<file path="src/pkg/ifsp_defs.vh">
// Constants shared by the isolated fast serial port design.
`ifndef IFSP_DEFS_VH
`define IFSP_DEFS_VH
`define IFSP_WORD_BITS 8
`define IFSP_FIFO_DEPTH 16
`define IFSP_FIFO_PTR_BITS 4
`define IFSP_BIT_CNT_BITS 4
`define IFSP_TX_LAST_SLOT 4'h9
`define IFSP_RX_LAST_BIT 4'h7
`define IFSP_START_LEVEL 1'h0
`define IFSP_IDLE_LEVEL 1'h1
`define IFSP_LINK_CLK_IDLE 1'h1
`define IFSP_SYS_CLK_HZ 10000000
`define IFSP_LINK_MAX_BPS 12000000
`endif

</file>
<file path="src/verilog/ifsp_port.v">
// Isolated fast serial port: transmit FIFO and four-wire link engine.
`timescale 1ns/10ps
`include "ifsp_defs.vh"

module ifsp_fifo #(
  parameter WIDTH = `IFSP_WORD_BITS,
  parameter DEPTH = `IFSP_FIFO_DEPTH,
  parameter PTR_BITS = `IFSP_FIFO_PTR_BITS
) (
  // Clock and reset
  input wire clk,
  input wire reset,
  // Filling side
  input wire [WIDTH-1:0] in_data,
  input wire in_valid,
  output reg in_ready,
  // Draining side
  output wire [WIDTH-1:0] out_data,
  output reg out_valid,
  input wire out_ready
);
  reg [WIDTH-1:0] mem [0:DEPTH-1];
  reg [PTR_BITS-1:0] wr_ptr;
  reg [PTR_BITS-1:0] rd_ptr;
  reg [PTR_BITS:0] count;
  reg [PTR_BITS:0] next_count;
  wire push;
  wire pop;

  assign push = in_valid && in_ready;
  assign pop = out_valid && out_ready;
  // Read data is the array word itself; the engine copies it when it loads.
  assign out_data = mem[rd_ptr];

  // The count changes only when exactly one side moves.
  always @* begin
    next_count = count;
    if (push && !pop) begin
      next_count = count + 1'b1;
    end else if (pop && !push) begin
      next_count = count - 1'b1;
    end
  end

  // Flags are registered from the next count so both stay honest.
  always @(posedge clk) begin
    if (reset) begin
      wr_ptr <= {PTR_BITS{1'b0}};
      rd_ptr <= {PTR_BITS{1'b0}};
      count <= {(PTR_BITS+1){1'b0}};
      in_ready <= 1'b0;
      out_valid <= 1'b0;
    end else begin
      if (push) begin
        mem[wr_ptr] <= in_data;
        wr_ptr <= wr_ptr + 1'b1;
      end
      if (pop) begin
        rd_ptr <= rd_ptr + 1'b1;
      end
      count <= next_count;
      in_ready <= (next_count != DEPTH[PTR_BITS:0]);
      out_valid <= (next_count != {(PTR_BITS+1){1'b0}});
    end
  end
endmodule // ifsp_fifo

module ifsp_port #(
  parameter WIDTH = `IFSP_WORD_BITS,
  parameter DEPTH = `IFSP_FIFO_DEPTH
) (
  // Clock and reset
  input wire clk,
  input wire reset,
  // Words from the USB side toward the peripheral
  input wire [WIDTH-1:0] tx_data,
  input wire tx_valid,
  output wire tx_ready,
  // Words from the peripheral toward the USB side
  output reg [WIDTH-1:0] rx_data,
  output reg rx_valid,
  // Isolated link pins
  input wire iso_serial_in,
  input wire iso_link_clock,
  output reg iso_serial_out,
  output reg iso_clear_to_send_n,
  // Send-immediate and wakeup
  input wire send_now_wake_n,
  input wire power_enable_n,
  input wire remote_wake_enable,
  output reg resume_request,
  output reg flush_request
);
  localparam TX_IDLE = 2'b01;
  localparam TX_SEND = 2'b10;

  // Pointer width follows the depth, so a deeper buffer needs no edit.
  // The depth is expected to be a power of two.
  function integer ptr_width;
    input integer depth;
    integer n;
    begin
      ptr_width = 0;
      for (n = depth - 1; n > 0; n = n >> 1) begin
        ptr_width = ptr_width + 1;
      end
    end
  endfunction

  localparam PTR_BITS = ptr_width(DEPTH);

  // Stages two and three agree, so the pin has held for two samples.
  function settled;
    input [2:0] stages;
    begin
      settled = (stages[2] == stages[1]);
    end
  endfunction

  // A settled value that differs from the held level marks one edge.
  function edge_to;
    input [2:0] stages;
    input level;
    input target;
    begin
      edge_to = settled(stages) && (stages[2] == target) && (level != target);
    end
  endfunction

  // Three-stage synchronisers for every pin input.
  // Reset levels match the idle pins, so no false edge follows reset.
  reg [2:0] clk_sync;
  reg [2:0] din_sync;
  reg [2:0] wake_sync;
  reg [2:0] pwr_sync;
  reg clk_level;
  reg din_level;
  reg wake_level;
  reg pwr_level;
  reg [1:0] tx_state;
  reg [WIDTH-1:0] tx_shift;
  reg [`IFSP_BIT_CNT_BITS-1:0] tx_cnt;
  reg [WIDTH-1:0] rx_shift;
  reg [`IFSP_BIT_CNT_BITS-1:0] rx_cnt;
  reg rx_busy;
  reg fifo_pop;
  wire [WIDTH-1:0] fifo_data;
  wire fifo_valid;
  wire link_rise;
  wire link_fall;
  wire wake_strobe;

  ifsp_fifo #(
    .WIDTH(WIDTH),
    .DEPTH(DEPTH),
    .PTR_BITS(PTR_BITS)
  ) u_fifo (
    .clk(clk),
    .reset(reset),
    .in_data(tx_data),
    .in_valid(tx_valid),
    .in_ready(tx_ready),
    .out_data(fifo_data),
    .out_valid(fifo_valid),
    .out_ready(fifo_pop)
  );

  // A change counts only once the second and third stages agree.
  always @(posedge clk) begin
    if (reset) begin
      clk_sync <= {3{`IFSP_LINK_CLK_IDLE}};
      din_sync <= 3'h7;
      wake_sync <= 3'h7;
      pwr_sync <= 3'h0;
      clk_level <= `IFSP_LINK_CLK_IDLE;
      din_level <= 1'b1;
      wake_level <= 1'b1;
      pwr_level <= 1'b0;
    end else begin
      clk_sync <= {clk_sync[1:0], iso_link_clock};
      din_sync <= {din_sync[1:0], iso_serial_in};
      wake_sync <= {wake_sync[1:0], send_now_wake_n};
      pwr_sync <= {pwr_sync[1:0], power_enable_n};
      if (settled(clk_sync)) begin
        clk_level <= clk_sync[2];
      end
      if (settled(din_sync)) begin
        din_level <= din_sync[2];
      end
      if (settled(wake_sync)) begin
        wake_level <= wake_sync[2];
      end
      if (settled(pwr_sync)) begin
        pwr_level <= pwr_sync[2];
      end
    end
  end

  // Link edges are found from the filtered link clock only.
  assign link_rise = edge_to(clk_sync, clk_level, 1'b1);
  assign link_fall = edge_to(clk_sync, clk_level, 1'b0);
  assign wake_strobe = edge_to(wake_sync, wake_level, 1'b0);

  // Data in is read from its settled level, steady by each rising edge.
  // Idle rising edges with data high are ignored, so stray clocks are safe.
  // Sampling at 10 MHz limits the link to about an eighth of that rate;
  // the full 12 Mbps needs a faster system clock with the same logic.
  always @(posedge clk) begin
    if (reset) begin
      rx_shift <= {WIDTH{1'b0}};
      rx_cnt <= {`IFSP_BIT_CNT_BITS{1'b0}};
      rx_busy <= 1'b0;
      rx_data <= {WIDTH{1'b0}};
      rx_valid <= 1'b0;
    end else begin
      rx_valid <= 1'b0;
      if (link_rise) begin
        if (!rx_busy) begin
          if (din_level == `IFSP_START_LEVEL) begin
            rx_busy <= 1'b1;
            rx_cnt <= {`IFSP_BIT_CNT_BITS{1'b0}};
          end
        end else begin
          rx_shift <= {din_level, rx_shift[WIDTH-1:1]};
          rx_cnt <= rx_cnt + 1'b1;
          if (rx_cnt == `IFSP_RX_LAST_BIT) begin
            rx_busy <= 1'b0;
            rx_data <= {din_level, rx_shift[WIDTH-1:1]};
            rx_valid <= 1'b1;
          end
        end
      end
    end
  end

  // The engine waits on peripheral edges only, so any pacing up to about an eighth of the clock rate is safe.
  always @(posedge clk) begin
    if (reset) begin
      tx_state <= TX_IDLE;
      tx_shift <= {WIDTH{1'b0}};
      tx_cnt <= {`IFSP_BIT_CNT_BITS{1'b0}};
      fifo_pop <= 1'b0;
      iso_serial_out <= `IFSP_IDLE_LEVEL;
      iso_clear_to_send_n <= 1'b1;
    end else begin
      fifo_pop <= 1'b0;
      case (tx_state)
        TX_IDLE: begin
          // The pop is registered, so a stale valid must not load twice.
          if (fifo_valid && !fifo_pop) begin
            tx_shift <= fifo_data;
            tx_cnt <= {`IFSP_BIT_CNT_BITS{1'b0}};
            fifo_pop <= 1'b1;
            iso_clear_to_send_n <= 1'b0;
            tx_state <= TX_SEND;
          end
        end
        TX_SEND: begin
          if (link_fall) begin
            tx_cnt <= tx_cnt + 1'b1;
            if (tx_cnt == {`IFSP_BIT_CNT_BITS{1'b0}}) begin
              iso_serial_out <= `IFSP_START_LEVEL;
            end else if (tx_cnt != `IFSP_TX_LAST_SLOT) begin
              iso_serial_out <= tx_shift[0];
              tx_shift <= {1'b0, tx_shift[WIDTH-1:1]};
            end else begin
              // The tenth falling edge returns the line to idle.
              iso_serial_out <= `IFSP_IDLE_LEVEL;
              iso_clear_to_send_n <= 1'b1;
              tx_state <= TX_IDLE;
            end
          end
        end
        default: begin
          tx_state <= TX_IDLE;
        end
      endcase
    end
  end

  // A held-high strobe input never produces an event.
  // Both requests are single pulses; the strobe must go high to repeat.
  always @(posedge clk) begin
    if (reset) begin
      resume_request <= 1'b0;
      flush_request <= 1'b0;
    end else begin
      resume_request <= wake_strobe && pwr_level && remote_wake_enable;
      flush_request <= wake_strobe && !pwr_level;
    end
  end
endmodule // ifsp_port

</file>
<file path="config.mk">
export PLATFORM = sky130hd
export DESIGN_NAME = ifsp_port
export DESIGN_NICKNAME = d
export VERILOG_FILES = /design/src/verilog/ifsp_port.v
export VERILOG_INCLUDE_DIRS = /design/src /design/src/pkg
export SDC_FILE = /design/constraint.sdc
export NUM_CORES = 1
export LEC_CHECK = 0
export BUFFER_PORTS_ARGS = -buffer_cell sky130_fd_sc_hd__buf_2
export CORE_AREA = 4 4 138 140
export CTS_BUF_LIST = sky130_fd_sc_hd__clkbuf_8 sky130_fd_sc_hd__clkbuf_16
export CTS_CLUSTER_DIAMETER = 60
export DETAILED_ROUTE_END_ITERATION = 10
export DIE_AREA = 0 0 142 144
export PLACE_DENSITY = 0.69
export SETUP_SLACK_MARGIN = 0.02
export SYNTH_ARGS = -nofsm -noshare
export SYNTH_HDL_FRONTEND = slang
export SYNTH_SLANG_ARGS = --single-unit
</file>
<file path="constraint.sdc">
create_clock -name clk -period 2.2 [get_ports clk]
set_clock_uncertainty 0.15 [all_clocks]
set_input_delay 0.22 -clock clk [delete_from_list [all_inputs] [get_ports clk]]
set_output_delay 0.22 -clock clk [all_outputs]
set_load 0.01 [all_outputs]
</file>
==> flow_metrics.py <==
metrics = {
    "sta": {
        "final.setup.worst_slack_ns": 0.1739,
        "final_max_slew_viol_count": 0,
        "rsz0062_at_grt": "false",
        "setup_viol": 0,
        "worst_pin_slew_ns": 0.4778,
        "final_period_minus_worst_setup_slack_ns": 2.026,
        "maxSlewHeadroom_pct": 68.08,
        "fin_crit_sh_pct": 92.10,
        "clock.fmax_ghz": 0.4935,
        "hold_violations": 0,
        "fin_tns_setup_ns": 0,
    },
    "logic_synthesis": {
        "yosys_warnings": 0,
        "postSynthCellCount": 532,
        "syn_nets": 562,
        "avgSynthCellArea_sq_um": 14.80,
        "synth_seq_cells": 203,
        "yosysTopAreaCellShare_pct": 48.82,
        "async_flop_share_pct": 0,
        "synthTopCellsByArea": "edfxtp_1 (49%), dfxtp_1 (19%), mux4_1 (5.0%), mux4_2 (4.9%), a21oi_1 (2.5%)",
        "synth_common_cells": "edfxtp_1 (128), dfxtp_1 (75), nor2_1 (50), a21oi_1 (40), nand2_1 (36)",
        "synth_area_leader_cell": "edfxtp_1",
        "syn_area_sq_um": 7873,
        "yosysMostFrequentCell": "edfxtp_1",
        "seq_area_frac_synth_pct": 67.90,
        "synth.distinct_cells": 50,
        "synth-edff-count": 128,
        "ys.flop_type": "edfxtp_1",
    },
    "clocking": {
        "cts_setup_buffers": 0,
        "clk_pin_slew_ns": 0.06,
        "worstSkewPairLatency_ns": 0.50,
        "cts_tree": "done",
        "clock-sinks": 203,
        "cts_buffers": 21,
        "cts_buffer_depth": 3,
        "cts_root_buf": "clkbuf_16",
        "h-tree-depth": 1,
    },
    "die": {
        "num_rows": 49,
        "pin_count": 30,
        "dieArea_sq_um": 20450,
        "die_width_um": 142,
        "coreArea_sq_um": 17840,
        "die_height_um": 144,
        "start_util_pct": 44.13,
    },
    "drt": {
        "vias": 4589,
        "route.detailed.drc": 0,
        "via_per_inst": 5.412,
        "first_pass_iters": 4,
        "postRouteAntennaNets": 0,
        "drt-total-wl_um": 15350,
        "wl_per_cell_um": 18.10,
        "drt-initial-drc-count": 291,
    },
    "power_and_ir_drop": {
        "power_density_nw_per_um2": 887.4,
        "ir_drop_uv": 703.1,
        "internal_power_mw": 6.607,
        "seqPwrFrac_pct": 50.4,
        "power.switching_mw": 1.644,
        "switching_share_pct": 19.92,
        "power.share.clock_pct": 45.6,
        "p_leak_nw": 3.290,
        "pwr-share-comb_pct": 4.1,
    },
    "critical_path": {
        "crit_required_ns": 2.43,
        "crit_arrival_ns": 2.26,
        "cp-end-kind": "register",
        "r2r_end": "tx_shift[6]$_SDFFE_PP0P_",
        "ff2ff_setup_slack_ns": 0.17,
        "crit_end": "tx_shift[6]$_SDFFE_PP0P_",
        "rr_worst_depth": 6,
        "startpoint_type": "register",
        "worstSetupPathType": "reg2reg",
        "path_max_fanout": 11,
    },
    "finish": {
        "area_growth_pct": 18.10,
        "antenna_cells": 0,
        "fin_nets": 635,
        "drive_gt1_share_pct": 19.71,
    },
    "global_routing": {
        "grt_pass1_vias": 4572,
        "grt_use_total_pct": 15.32,
        "antenna_found_initial": 0,
        "grt-ovfl-total": 0,
        "grt_max_degree": 46,
        "grt_pass1_wl_um": 24630,
    },
    "place": {
        "globalplace.congestion": 0.8074,
        "port_buffers": 29,
        "place.detailed.hpwl_um": 9805,
        "dp_slack_ns": 0.1508,
    },
    "min_path": {
        "hold_class": "in2reg",
        "whs_path_depth": 4,
    },
    "job": {
        "max_cap_violations": 0,
    },
    "status": {
        "status": "finished clean",
    },
}
## cell usage in the layout, fill, tap and decap left out, types with 5 or more instances in the layout
| master | count |
|---|---|
| edfxtp_1 | 128 |
| dfxtp_1 | 74 |
| nor2_1 | 50 |
| a21oi_1 | 40 |
| nand2_1 | 36 |
| buf_2 | 29 |
| buf_4 | 28 |
| clkbuf_16 | 21 |
| mux4_2 | 17 |
| inv_1 | 16 |
| a22oi_1 | 16 |
| mux4_1 | 15 |
| ha_1 | 14 |
| dlygate4sd3_1 | 14 |
| o21ai_0 | 11 |
| nor2b_1 | 9 |
| xor2_1 | 8 |
| or2_2 | 8 |
| a22o_1 | 8 |
| nand3_1 | 7 |
| and2_1 | 5 |
| nor3_1 | 5 |
| nand4_1 | 5 |
| bufinv_16 | 5 |
## cell type report
class / instances / area (sq um)
Multi-Input combinational cell: 293 / 2344
Sequential cell: 203 / 5346
Tap cell: 229 / 286.5
Inverter: 13 / 48.80
Timing Repair Buffer: 73 / 535.5
Fill cell: 1448 / 8543
Clock buffer: 22 / 539.3
Clock inverter: 15 / 197.7
## sequential cells by signal (all words and copies together) (netlist names), 3 cells and up, named ones only
name / count
clk_sync: 3
din_sync: 3
pwr_sync: 3
rx_cnt: 4
rx_data: 8
rx_shift: 7
tx_cnt: 4
tx_shift: 8
u_fifo.count: 5
u_fifo.mem: 128
u_fifo.rd_ptr: 4
u_fifo.wr_ptr: 4
wake_sync: 3
## kinds of logic after synthesis
logic type	count (synthesis)	share of synthesized area (%)
AOI/OAI and AO/OA	96	7.899
xor gates and xnor gates	12	1.335
adders and majority gates	14	2.225
buffers and inverters	36	2.400
DFF	203	67.90
muxes	33	9.997
and+or+nand+nor	138	8.249
## timing repair
action / in CTS / in global routing
hold endpoints to repair: 135 / 0
resized for setup: 0 / 1
endpoints found under the setup margin: 0 / 1
hold buffers: 14 / 0
## worst min-delay path by stage
stage	slack, ns	from	end
2_1_floorplan	0.17	tx_data[0]	u_fifo.mem[0][0]$_DFFE_PP_
3_3_place_gp	0.24	din_sync[0]$_SDFF_PP1_	din_sync[1]$_SDFF_PP1_
3_5_place_dp	0.24	din_sync[0]$_SDFF_PP1_	din_sync[1]$_SDFF_PP1_
4_1_cts	0.003	tx_valid	u_fifo.wr_ptr[1]$_SDFFE_PP0N_
5_1_grt	0.04	tx_valid	u_fifo.wr_ptr[1]$_SDFFE_PP0N_
6_report	0.01	tx_valid	u_fifo.wr_ptr[1]$_SDFFE_PP0N_
## critical path: stages (launching register included)
cell and delay [ns]:
dfxtp_2 0.35, buf_4 0.24, mux4_1 0.59, a22oi_1 0.26
a21oi_1 0.10, a21oi_1 0.14, a21oi_1 0.08
## layer usage
metal  share of wire, %  GRT usage [%]
met1                 42          19.68
met2                 49          26.86
met5                  0              0
met4                2.4          3.889
met3                6.1          3.009
## stage by stage
step / power [mW] / cells / cell area, sq um / hold WS [ns] / util (%)
6_report: 8.251 / 848 / 9298 / 0.01459 / 52.11
5_1_grt: 8.519 / 848 / 9298 / 0.04488 / 52.11
4_1_cts: 8.321 / 848 / 9293 / 0.003138 / 52.09
3_5_place_dp: 4.549 / 797 / 8416 / 0.2433 / 47.17
3_3_place_gp: 4.533 / 797 / 8416 / 0.2443 / 47.17
2_1_floorplan: 4.430 / 532 / 7873 / 0.1689 / -
## power by group through the flow
stage	clock network, mW	registers (mW)	logic (mW)
floorplan	0	4.22	0.206
detailed placement	0	4.24	0.313
finish	3.76	4.16	0.335
CTS	3.83	4.15	0.336
global placement	0	4.23	0.299
global route	3.98	4.16	0.376
Power figures use the tool's default switching activity.
